File: src/hdl/pdr_pkg.sv
// Constants, types and address decode shared by the PHY diagnostic register bank
package pdr_pkg;

	// Bus widths
	localparam int ADDR_W = 12;
	localparam int DATA_W = 32;
	localparam int REG_W = 16;

	// Register indices as printed; byte address is four times the index
	localparam logic [ADDR_W-1:0] IDX_CABLE_TEST = 12'h124;
	localparam logic [ADDR_W-1:0] IDX_LINK_STATUS = 12'h126;
	localparam logic [ADDR_W-1:0] IDX_SYM_ERR_CNT = 12'h12A;
	localparam logic [ADDR_W-1:0] IDX_IRQ = 12'h136;
	localparam logic [ADDR_W+1:0] ADDR_CABLE_TEST = {IDX_CABLE_TEST, 2'h0};
	localparam logic [ADDR_W+1:0] ADDR_LINK_STATUS = {IDX_LINK_STATUS, 2'h0};
	localparam logic [ADDR_W+1:0] ADDR_SYM_ERR_CNT = {IDX_SYM_ERR_CNT, 2'h0};
	localparam logic [ADDR_W+1:0] ADDR_IRQ = {IDX_IRQ, 2'h0};
	localparam int BADDR_W = ADDR_W + 2;

	// Cable test control field positions
	localparam int CT_START_BIT = 15;
	localparam int CT_RSV_HI_BIT = 14;
	localparam int CT_PAIR_LSB = 12;
	localparam int CT_RSV_LO_LSB = 10;
	localparam int CT_RES_LSB = 8;

	// Cable test encodings and resets
	localparam logic [1:0] PAIR_RST = 2'h0;
	localparam logic [1:0] RES_NO_FAULT = 2'h0;
	localparam logic [1:0] RES_OPEN = 2'h1;
	localparam logic [1:0] RES_SHORT = 2'h2;
	localparam logic [1:0] RES_RSV = 2'h3;
	localparam logic [2:0] CT_RSV_RST = 3'h0;

	// Link status bit positions
	localparam int LINK_1000_BIT = 1;
	localparam int LINK_100_BIT = 0;

	// Counter and interrupt layout
	localparam logic [REG_W-1:0] CNT_RST = 16'h0000;
	localparam logic [REG_W-1:0] CNT_MAX = 16'hFFFF;
	localparam int IRQ_EN_LSB = 8;
	localparam int IRQ_N = 8;
	localparam logic [IRQ_N-1:0] IRQ_EN_RST = 8'h00;
	localparam logic [IRQ_N-1:0] IRQ_ST_RST = 8'h00;

	// AXI responses
	localparam logic [1:0] RESP_OKAY = 2'h0;
	localparam logic [1:0] RESP_SLVERR = 2'h2;

	// Register selector
	typedef enum logic [2:0] {SEL_NONE, SEL_CT, SEL_LINK, SEL_CNT, SEL_IRQ} pdr_sel_e;

	// Decode a byte address into a register selector
	function automatic pdr_sel_e reg_sel(input logic [BADDR_W-1:0] addr);
		if (addr == ADDR_CABLE_TEST) begin
			return SEL_CT;
		end else if (addr == ADDR_LINK_STATUS) begin
			return SEL_LINK;
		end else if (addr == ADDR_SYM_ERR_CNT) begin
			return SEL_CNT;
		end else if (addr == ADDR_IRQ) begin
			return SEL_IRQ;
		end else begin
			return SEL_NONE;
		end
	endfunction

endpackage

File: src/hdl/pdr_axil_slave.sv
// AXI4-Lite slave front end turning bus beats into single-cycle register strobes
`timescale 1ns/1ps
module pdr_axil_slave (
	input wire logic aclk,
	input wire logic aresetn,
	input wire logic s_axi_awvalid,
	output logic s_axi_awready,
	input wire logic [pdr_pkg::BADDR_W-1:0] s_axi_awaddr,
	input wire logic s_axi_wvalid,
	output logic s_axi_wready,
	input wire logic [pdr_pkg::DATA_W-1:0] s_axi_wdata,
	input wire logic [3:0] s_axi_wstrb,
	output logic s_axi_bvalid,
	input wire logic s_axi_bready,
	output logic [1:0] s_axi_bresp,
	input wire logic s_axi_arvalid,
	output logic s_axi_arready,
	input wire logic [pdr_pkg::BADDR_W-1:0] s_axi_araddr,
	output logic s_axi_rvalid,
	input wire logic s_axi_rready,
	output logic [pdr_pkg::DATA_W-1:0] s_axi_rdata,
	output logic [1:0] s_axi_rresp,
	output logic wr_en,
	output logic [pdr_pkg::BADDR_W-1:0] wr_addr,
	output logic [pdr_pkg::DATA_W-1:0] wr_data,
	output logic [3:0] wr_strb,
	input wire logic wr_err,
	output logic rd_en,
	output logic [pdr_pkg::BADDR_W-1:0] rd_addr,
	input wire logic [pdr_pkg::DATA_W-1:0] rd_data,
	input wire logic rd_err
);
	import pdr_pkg::*;

	logic aw_have_r; // Write address captured
	logic w_have_r; // Write data captured
	logic bvalid_r; // Write response pending
	logic rvalid_r; // Read response pending
	logic [BADDR_W-1:0] aw_addr_r; // Held write address
	logic [DATA_W-1:0] w_data_r; // Held write data
	logic [3:0] w_strb_r; // Held byte enables
	logic [1:0] bresp_r; // Held write response
	logic [DATA_W-1:0] rdata_r; // Held read data
	logic [1:0] rresp_r; // Held read response

	////////////////////////////////////////////////////////////////////////////
	// Handshakes: each channel stalls while its beat is held
	assign s_axi_awready = !aw_have_r && !bvalid_r;
	assign s_axi_wready = !w_have_r && !bvalid_r;
	assign s_axi_arready = !rvalid_r;
	assign wr_en = aw_have_r && w_have_r && !bvalid_r;
	assign wr_addr = aw_addr_r;
	assign wr_data = w_data_r;
	assign wr_strb = w_strb_r;
	assign rd_en = s_axi_arvalid && !rvalid_r;
	assign rd_addr = s_axi_araddr;
	assign s_axi_bvalid = bvalid_r;
	assign s_axi_bresp = bresp_r;
	assign s_axi_rvalid = rvalid_r;
	assign s_axi_rdata = rdata_r;
	assign s_axi_rresp = rresp_r;

	////////////////////////////////////////////////////////////////////////////
	// Write address capture
	always_ff @(posedge aclk) begin
		if (!aresetn) begin
			aw_have_r <= 1'b0;
			aw_addr_r <= '0;
		end else if (s_axi_awvalid && s_axi_awready) begin
			aw_have_r <= 1'b1;
			aw_addr_r <= s_axi_awaddr;
		end else if (wr_en) begin
			aw_have_r <= 1'b0;
		end
	end

	// Write data capture
	always_ff @(posedge aclk) begin
		if (!aresetn) begin
			w_have_r <= 1'b0;
			w_data_r <= '0;
			w_strb_r <= 4'h0;
		end else if (s_axi_wvalid && s_axi_wready) begin
			w_have_r <= 1'b1;
			w_data_r <= s_axi_wdata;
			w_strb_r <= s_axi_wstrb;
		end else if (wr_en) begin
			w_have_r <= 1'b0;
		end
	end

	// Write response after both halves are in
	always_ff @(posedge aclk) begin
		if (!aresetn) begin
			bvalid_r <= 1'b0;
			bresp_r <= RESP_OKAY;
		end else if (wr_en) begin
			bvalid_r <= 1'b1;
			bresp_r <= wr_err ? RESP_SLVERR : RESP_OKAY;
		end else if (s_axi_bready) begin
			bvalid_r <= 1'b0;
		end
	end

	// Read response, data sampled at the accepting edge
	always_ff @(posedge aclk) begin
		if (!aresetn) begin
			rvalid_r <= 1'b0;
			rdata_r <= '0;
			rresp_r <= RESP_OKAY;
		end else if (rd_en) begin
			rvalid_r <= 1'b1;
			rdata_r <= rd_data;
			rresp_r <= rd_err ? RESP_SLVERR : RESP_OKAY;
		end else if (s_axi_rready) begin
			rvalid_r <= 1'b0;
		end
	end

endmodule

File: src/hdl/pdr_cable_test.sv
// Cable diagnostic launcher: start, busy tracking, pair select and result capture
`timescale 1ns/1ps
module pdr_cable_test (
	input wire logic aclk,
	input wire logic aresetn,
	input wire logic ctl_wr,
	input wire logic [pdr_pkg::REG_W-1:0] ctl_data,
	input wire logic test_done,
	input wire logic [1:0] test_fault,
	output logic busy,
	output logic [1:0] pair,
	output logic [1:0] result,
	output logic [2:0] rsv_bits,
	output logic test_start,
	output logic test_abort
);
	import pdr_pkg::*;

	typedef enum {PDR_CT_IDLE, PDR_CT_RUN} pdr_ct_e;

	pdr_ct_e state_r; // Launcher state
	logic [1:0] pair_r; // Selected pair
	logic [1:0] result_r; // Last test result
	logic [2:0] rsv_r; // Reserved writable bits
	logic start_r; // Start pulse to the engine
	logic abort_r; // Abort pulse to the engine

	assign busy = (state_r == PDR_CT_RUN);
	assign pair = pair_r;
	assign result = result_r;
	assign rsv_bits = rsv_r;
	assign test_start = start_r;
	assign test_abort = abort_r;

	////////////////////////////////////////////////////////////////////////////
	// Launch, self-clear on completion, abort on write of zero
	always_ff @(posedge aclk) begin
		start_r <= 1'b0;
		abort_r <= 1'b0;
		if (!aresetn) begin
			state_r <= PDR_CT_IDLE;
		end else begin
			case (state_r)
				PDR_CT_IDLE: begin
					if (ctl_wr && ctl_data[CT_START_BIT]) begin
						state_r <= PDR_CT_RUN;
						start_r <= 1'b1;
					end
				end
				PDR_CT_RUN: begin
					if (test_done) begin
						state_r <= PDR_CT_IDLE;
					end else if (ctl_wr && !ctl_data[CT_START_BIT]) begin
						state_r <= PDR_CT_IDLE;
						abort_r <= 1'b1;
					end
				end
				default: begin
					state_r <= PDR_CT_IDLE;
				end
			endcase
		end
	end

	// Pair select and reserved storage
	always_ff @(posedge aclk) begin
		if (!aresetn) begin
			pair_r <= PAIR_RST;
			rsv_r <= CT_RSV_RST;
		end else if (ctl_wr) begin
			pair_r <= ctl_data[CT_PAIR_LSB +: 2];
			rsv_r <= {ctl_data[CT_RSV_HI_BIT], ctl_data[CT_RSV_LO_LSB +: 2]};
		end
	end

	// Result capture; the reserved code is never stored
	always_ff @(posedge aclk) begin
		if (!aresetn) begin
			result_r <= RES_NO_FAULT;
		end else if (busy && test_done) begin
			result_r <= (test_fault == RES_RSV) ? RES_NO_FAULT : test_fault;
		end
	end

endmodule

File: src/hdl/pdr_regs.sv
// Per-port PHY diagnostic, link status, symbol error counter and interrupt registers
`timescale 1ns/1ps
module pdr_regs (
	input wire logic aclk,
	input wire logic aresetn,
	input wire logic s_axi_awvalid,
	output logic s_axi_awready,
	input wire logic [pdr_pkg::BADDR_W-1:0] s_axi_awaddr,
	input wire logic s_axi_wvalid,
	output logic s_axi_wready,
	input wire logic [pdr_pkg::DATA_W-1:0] s_axi_wdata,
	input wire logic [3:0] s_axi_wstrb,
	output logic s_axi_bvalid,
	input wire logic s_axi_bready,
	output logic [1:0] s_axi_bresp,
	input wire logic s_axi_arvalid,
	output logic s_axi_arready,
	input wire logic [pdr_pkg::BADDR_W-1:0] s_axi_araddr,
	output logic s_axi_rvalid,
	input wire logic s_axi_rready,
	output logic [pdr_pkg::DATA_W-1:0] s_axi_rdata,
	output logic [1:0] s_axi_rresp,
	output logic cable_test_start,
	output logic cable_test_abort,
	output logic [1:0] cable_test_pair,
	input wire logic cable_test_done,
	input wire logic [1:0] cable_test_fault,
	input wire logic link_up_1000,
	input wire logic link_up_100,
	input wire logic rx_symbol_error_frame,
	input wire logic evt_jabber,
	input wire logic evt_rx_error,
	input wire logic evt_page_rx,
	input wire logic evt_pd_fault,
	input wire logic evt_lp_ack,
	input wire logic evt_link_down,
	input wire logic evt_remote_fault,
	input wire logic evt_link_up,
	output logic port_irq
);
	import pdr_pkg::*;

	////////////////////////////////////////////////////////////////////////////
	// Declarations
	logic wr_en; // Write strobe from bus
	logic [BADDR_W-1:0] wr_addr; // Write byte address
	logic [DATA_W-1:0] wr_data; // Write data
	logic [3:0] wr_strb; // Write byte enables
	logic wr_err; // Unmapped write
	logic rd_en; // Read strobe from bus
	logic [BADDR_W-1:0] rd_addr; // Read byte address
	logic [DATA_W-1:0] rd_data; // Read data to bus
	logic rd_err; // Unmapped read
	pdr_sel_e wr_sel; // Write target
	pdr_sel_e rd_sel; // Read target
	logic [REG_W-1:0] wr_word; // Merged low half for byte lanes
	logic ct_wr; // Cable test register write
	logic ct_busy; // Test in progress
	logic [1:0] ct_result; // Test result
	logic [2:0] ct_rsv; // Reserved writable bits
	logic [REG_W-1:0] ct_word; // Cable test readback
	logic [REG_W-1:0] cnt_r; // Symbol error frame count
	logic [REG_W-1:0] cnt_nxt; // Next count
	logic [IRQ_N-1:0] irq_en_r; // Interrupt enables
	logic [IRQ_N-1:0] irq_st_r; // Interrupt status
	logic [IRQ_N-1:0] irq_st_nxt; // Next status
	logic [IRQ_N-1:0] evt_vec; // Events in status bit order
	logic [REG_W-1:0] rd_word; // Selected register value

	////////////////////////////////////////////////////////////////////////////
	// Bus front end
	pdr_axil_slave i_pdr_axil_slave (
		.aclk(aclk),
		.aresetn(aresetn),
		.s_axi_awvalid(s_axi_awvalid),
		.s_axi_awready(s_axi_awready),
		.s_axi_awaddr(s_axi_awaddr),
		.s_axi_wvalid(s_axi_wvalid),
		.s_axi_wready(s_axi_wready),
		.s_axi_wdata(s_axi_wdata),
		.s_axi_wstrb(s_axi_wstrb),
		.s_axi_bvalid(s_axi_bvalid),
		.s_axi_bready(s_axi_bready),
		.s_axi_bresp(s_axi_bresp),
		.s_axi_arvalid(s_axi_arvalid),
		.s_axi_arready(s_axi_arready),
		.s_axi_araddr(s_axi_araddr),
		.s_axi_rvalid(s_axi_rvalid),
		.s_axi_rready(s_axi_rready),
		.s_axi_rdata(s_axi_rdata),
		.s_axi_rresp(s_axi_rresp),
		.wr_en(wr_en),
		.wr_addr(wr_addr),
		.wr_data(wr_data),
		.wr_strb(wr_strb),
		.wr_err(wr_err),
		.rd_en(rd_en),
		.rd_addr(rd_addr),
		.rd_data(rd_data),
		.rd_err(rd_err)
	);

	////////////////////////////////////////////////////////////////////////////
	// Decode and byte lane merge
	assign wr_sel = reg_sel(wr_addr);
	assign rd_sel = reg_sel(rd_addr);
	assign wr_err = (wr_sel == SEL_NONE);
	assign rd_err = (rd_sel == SEL_NONE);
	assign ct_word = {ct_busy, ct_rsv[2], cable_test_pair, ct_rsv[1:0], ct_result, 8'h00};
	// Lanes not enabled keep the current contents
	assign wr_word[7:0] = wr_strb[0] ? wr_data[7:0] : ct_word[7:0];
	assign wr_word[15:8] = wr_strb[1] ? wr_data[15:8] : ct_word[15:8];
	assign ct_wr = wr_en && (wr_sel == SEL_CT) && (wr_strb[1:0] != 2'h0);

	////////////////////////////////////////////////////////////////////////////
	// Cable diagnostic launcher
	pdr_cable_test i_pdr_cable_test (
		.aclk(aclk),
		.aresetn(aresetn),
		.ctl_wr(ct_wr),
		.ctl_data(wr_word),
		.test_done(cable_test_done),
		.test_fault(cable_test_fault),
		.busy(ct_busy),
		.pair(cable_test_pair),
		.result(ct_result),
		.rsv_bits(ct_rsv),
		.test_start(cable_test_start),
		.test_abort(cable_test_abort)
	);

	////////////////////////////////////////////////////////////////////////////
	// Symbol error frame counter; a frame in the read cycle survives the clear
	always_comb begin
		cnt_nxt = cnt_r;
		if (rd_en && (rd_sel == SEL_CNT)) begin
			cnt_nxt = CNT_RST;
		end
		if (rx_symbol_error_frame && (cnt_nxt != CNT_MAX)) begin
			cnt_nxt = cnt_nxt + 16'h0001;
		end
	end

	// Counter register
	always_ff @(posedge aclk) begin
		if (!aresetn) begin
			cnt_r <= CNT_RST;
		end else begin
			cnt_r <= cnt_nxt;
		end
	end

	////////////////////////////////////////////////////////////////////////////
	// Interrupt events, bit 7 down to bit 0
	assign evt_vec = {evt_jabber, evt_rx_error, evt_page_rx, evt_pd_fault,
		evt_lp_ack, evt_link_down, evt_remote_fault, evt_link_up};

	// Sticky status, clear on read, set wins
	always_comb begin
		irq_st_nxt = irq_st_r;
		if (rd_en && (rd_sel == SEL_IRQ)) begin
			irq_st_nxt = IRQ_ST_RST;
		end
		irq_st_nxt = irq_st_nxt | evt_vec;
	end

	// Status register
	always_ff @(posedge aclk) begin
		if (!aresetn) begin
			irq_st_r <= IRQ_ST_RST;
		end else begin
			irq_st_r <= irq_st_nxt;
		end
	end

	// Enable register, high byte lane only
	always_ff @(posedge aclk) begin
		if (!aresetn) begin
			irq_en_r <= IRQ_EN_RST;
		end else if (wr_en && (wr_sel == SEL_IRQ) && wr_strb[1]) begin
			irq_en_r <= wr_data[IRQ_EN_LSB +: IRQ_N];
		end
	end

	// Port interrupt request
	assign port_irq = |(irq_st_r & irq_en_r);

	////////////////////////////////////////////////////////////////////////////
	// Read mux
	always_comb begin
		rd_word = '0;
		case (rd_sel)
			SEL_CT: rd_word = ct_word;
			SEL_LINK: begin
				rd_word[LINK_1000_BIT] = link_up_1000;
				rd_word[LINK_100_BIT] = link_up_100;
			end
			SEL_CNT: rd_word = cnt_r;
			SEL_IRQ: rd_word = {irq_en_r, irq_st_r};
			default: rd_word = '0;
		endcase
	end
	assign rd_data = {16'h0000, rd_word};
endmodule

File: config.mk
export PLATFORM = sky130hd
export DESIGN_NAME = pdr_regs
export DESIGN_NICKNAME = d
export VERILOG_FILES = /design/src/hdl/pdr_pkg.sv /design/src/hdl/pdr_axil_slave.sv /design/src/hdl/pdr_cable_test.sv /design/src/hdl/pdr_regs.sv
export SDC_FILE = /design/constraint.sdc
export NUM_CORES = 1
export LEC_CHECK = 0
export ABC_AREA = 1
export BUFFER_PORTS_ARGS = -buffer_cell sky130_fd_sc_hd__buf_2
export CAP_MARGIN = 20
export CORE_MARGIN = 2
export CORE_UTILIZATION = 55
export CTS_CLUSTER_SIZE = 16
export DETAILED_ROUTE_END_ITERATION = 7
export PLACE_DENSITY = 0.87
export SLEW_MARGIN = 10
export SYNTH_ARGS = -nofsm -noshare
export SYNTH_HDL_FRONTEND = slang
export SYNTH_SLANG_ARGS = --single-unit
export TNS_END_PERCENT = 50
File: constraint.sdc
create_clock -name aclk -period 9.15 [get_ports aclk]
set_input_delay 2.745 -clock aclk [delete_from_list [all_inputs] [get_ports aclk]]
set_output_delay 2.745 -clock aclk [all_outputs]
set_load 0.02 [all_outputs]
==> results.cfg <==
[outcome]
status = finished, final reports clean

[critical_path]
required_ns = 9.42
critPathCapture = cnt_r[0]$_SDFF_PN0_
crit_top_cell = inv_1
path_class = in -> reg
slowest_stage = nor2_4
crit_chain = buf_2 > or2_1 > nor2_4 > nand3_4 > nand2_1 > inv_1 > ha_1 > nand4_1 > inv_1 > nand2_1 > inv_1 > nand2_2 > nand2_2 > o21ai_0 > nor2_1
rr_worst_depth = 15
cp_max_fo = 25
cpPeakStageDelay_ns = 0.45
worstReg2RegStart = i_pdr_axil_slave.s_axi_rvalid$_SDFFE_PN0P_
arrival_ns = 5.54
startpoint_type = primary input
worstSetupEndpointType = flop
r2r_setup_slack_ns = 6.14
startpoint = s_axi_araddr[13]
worstReg2RegEnd = cnt_r[0]$_SDFF_PN0_

[yosys]
async_reset_ff_share_pct = 0
synth_compound_area_share_pct = 13.9
synth_cells = 627
ys_seq_area_share_pct = 40.8
ys_warn_count = 0
syn_area_um2 = 4310
synth_edf_count = 0
synthSimpleGateAreaFrac_pct = 32.4
ys_seq_elements = 88
synth_top_family_by_area = simple AND/OR/NAND/NOR gates
synth_top_area_share_pct = 40.8
synth.area.mux_share_pct = 0
synth.area.top_cells = dfxtp_1 41%, nor2_1 9.1%, nand2_1 9.0%, a21oi_1 6.6%, nand3_1 5.5%
synth_top_area_cell = dfxtp_1
synth-xor-area-share_pct = 1.02
synth.avg_cell_area_um2 = 6.88
yosysUniqueCellTypes = 35
synth_ff_type = dfxtp_1
synthAdderAreaFrac_pct = 0.290

[timing]
hold_violations = 0
totalNegativeSetupSlack_ns = 0
fmax_ghz = 0.190
worst_pin_slew_ns = 0.854
holdWs_ns = 0.463
slew_headroom_pct = 43.0
min_period_ns = 5.27
skew_ns = 0.0134
worst_slack_ns = 3.88
drv_slew = 0
rsz0062_at_grt = no
fin_crit_sh_pct = 57.6
setup_viol = 0

[placed_design]
dp_slack_ns = 3.55
dp_hpwl_mm = 7.56
io_buffers = 86
gp_congestion = 0.927

[finish]
final_nets = 787
n_antenna_cell = 0
fillers = 685
drive_gt1_share_pct = 17.4
synthToLayoutAreaGrowth_pct = 13.3
utilization_pct = 63.9

[clock_tree]
cts_max_level = 3
cts_sinks = 88
cts_setup_buffers = 0
cts_tree = yes
cts_buffer_depth = 2
cts-buffers-inserted = 9
clk_pin_slew_ns = 0.09
cts_hold_buf = 0
cts-root-buf = clkbuf_8
ctsResizeCount = 0
worstSkewPairLatency_ns = 0.37

[routing]
drt_iter0_markers = 357
drc_errors = 0
via_per_inst = 5.36
vias = 4324
wirelength_mm = 10.4
wl_per_cell_um = 12.9
first_pass_iters = 7
drtAntennaViolNets = 0

[die]
die_y_um = 92.6
start_util_pct = 56.4
rows = 32
dieArea_um2 = 8570
pin_count = 131
coreArea_um2 = 7650
die_w_um = 92.6

[grt]
antenna_found_initial = 0
grt_first_pass_wirelength_mm = 16.8
overflow = 0
grt_max_degree = 51
grt_pass1_vias = 3881
grt_util_all_layers_pct = 24.4

[power_and_ir_drop]
pwr_density_cell_nw_per_um2 = 154
swShare_pct = 26.4
clkPwrFrac_pct = 35.8
seq_power_share_pct = 54.1
p_sw_w = 0.000199
irDropWorstVdd_uv = 107
leakagePower_nw = 2.09
power_frac_comb_pct = 10.1
intPower_w = 0.000556

[job]
drv_cap = 0

[min_path]
hp-class = reg -> reg
==> stage by stage <==
| step | area [um2] | total power [W] | cells |
|---|---|---|---|
| after global placement | 4690 | 0.000490 | 792 |
| after floorplan | 4380 | 0.000473 | 644 |
| final | 4890 | 0.000755 | 807 |
| after global routing | 4890 | 0.000784 | 807 |
| after detailed placement | 4690 | 0.000493 | 792 |
| after CTS | 4890 | 0.000756 | 807 |
==> synth_stat cells, types with 2 or more instances <==
cell      count
nand3b_1      2
nor2_1      105
inv_1        61
nand3_1      47
nor4_1       10
buf_6         3
xor2_1        4
nand2_4       2
a21oi_1      57
clkinv_1      3
buf_4        18
nor3_1        9
clkbuf_1     18
o21ai_0      46
nand4_1      12
nor2_4        2
nor2_2        4
nand2_1     104
inv_2         4
dfxtp_1      88
o22ai_1       7
nand2_2       7
o211ai_1      2
==> cell type report <==
class                   instances  area [um2]  share of cell area (%)
repair buffers                 86         430                    8.80
inverters                      68         255                    5.22
clock buffers                  11         141                    2.89
flip-flops and latches         88        1760                    36.0
well taps                     102         128                    2.61
clock inverters                 4        53.8                    1.10
multi-input cells             448        2120                    43.3
==> cell families after synthesis <==
logic type               Yosys count
XOR/XNOR                           5
flip-flops                        88
other                              1
buffers and inverters            108
adder cells (fa/ha/maj)            1
AO/OA/AOI/OAI                    115
AND/OR/NAND/NOR                  309
==> power groups by stage <==
stage	Sequential, W	Clock (W)	Combinational, W
final	0.000408	0.000271	0.0000765
after global routing	0.000410	0.000287	0.0000864
after CTS	0.000408	0.000271	0.0000766
after detailed placement	0.000417	0	0.0000763
after global placement	0.000416	0	0.0000732
after floorplan	0.000415	0	0.0000581
==> sequential cells by signal, summed over array words and instances (netlist names), 2 cells and up <==
register / cells
irq_st_r: 8
i_pdr_axil_slave.wr_addr: 14
cnt_r: 16
irq_en_r: 8
i_pdr_axil_slave.wr_strb: 2
i_pdr_axil_slave.wr_data: 8
i_pdr_axil_slave.s_axi_rdata: 16
i_pdr_cable_test.result: 2
i_pdr_cable_test.rsv_bits: 3
i_pdr_cable_test.pair: 2
==> worst min path at each step <==
stage / slack, ns / startpoint / cells past startpoint / endpoint
CTS: 0.46 / i_pdr_axil_slave.wr_addr[11]$_SDFFE_PN0P_ / 2 / i_pdr_axil_slave.wr_addr[11]$_SDFFE_PN0P_
finish: 0.46 / i_pdr_axil_slave.wr_addr[11]$_SDFFE_PN0P_ / 2 / i_pdr_axil_slave.wr_addr[11]$_SDFFE_PN0P_
detailed placement: 0.45 / i_pdr_axil_slave.wr_addr[11]$_SDFFE_PN0P_ / 2 / i_pdr_axil_slave.wr_addr[11]$_SDFFE_PN0P_
floorplan: 0.43 / i_pdr_cable_test.rsv_bits[2]$_SDFFE_PN0P_ / 2 / i_pdr_cable_test.rsv_bits[2]$_SDFFE_PN0P_
global route: 0.49 / i_pdr_cable_test.result[1]$_SDFFE_PN0P_ / 2 / i_pdr_cable_test.result[1]$_SDFFE_PN0P_
global placement: 0.44 / i_pdr_axil_slave.wr_addr[11]$_SDFFE_PN0P_ / 2 / i_pdr_axil_slave.wr_addr[11]$_SDFFE_PN0P_
==> worst max-delay path, delay by kind of cell <==
family	cells	cell delay, ns
AND/OR/NAND/NOR	9	1.96
buffers and inverters	4	0.36
AO/OA/AOI/OAI	1	0.21
adder cells (fa/ha/maj)	1	0.23
==> layer usage <==
| layer | routed length [um] | vias up | GRT usage, % |
|---|---|---|---|
| met2 | 4950 | 208 | 41.1 |
| met5 | 0 | - | 0 |
| met3 | 890 | 29 | 7.32 |
| met4 | 235 | 0 | 9.83 |
| met1 | 4360 | 1934 | 29.2 |
| li1 | - | 2153 | - |
==> layout by cell type, fill, tap and decap left out, drive strengths merged <==
cell,netlist,layout
nand2,113,113
nor2,112,112
dfxtp,88,88
buf,22,86
inv,65,66
a21oi,57,57
nand3,48,48
o21ai,46,46
conb,1,18
nand4,13,13
clkbuf,18,11
nor4,10,10
nor3,10,10
o22ai,7,7
xor2,4,4
clkinv,3,3
nand3b,2,2
o211ai,2,2
clkinvlp,0,2
or2,1,1
o21a,1,1
a211oi,1,1
xnor2,1,1
o221ai,1,1
ha,1,1
bufinv,0,1
No activity file was read; power rests on OpenSTA's default activity.
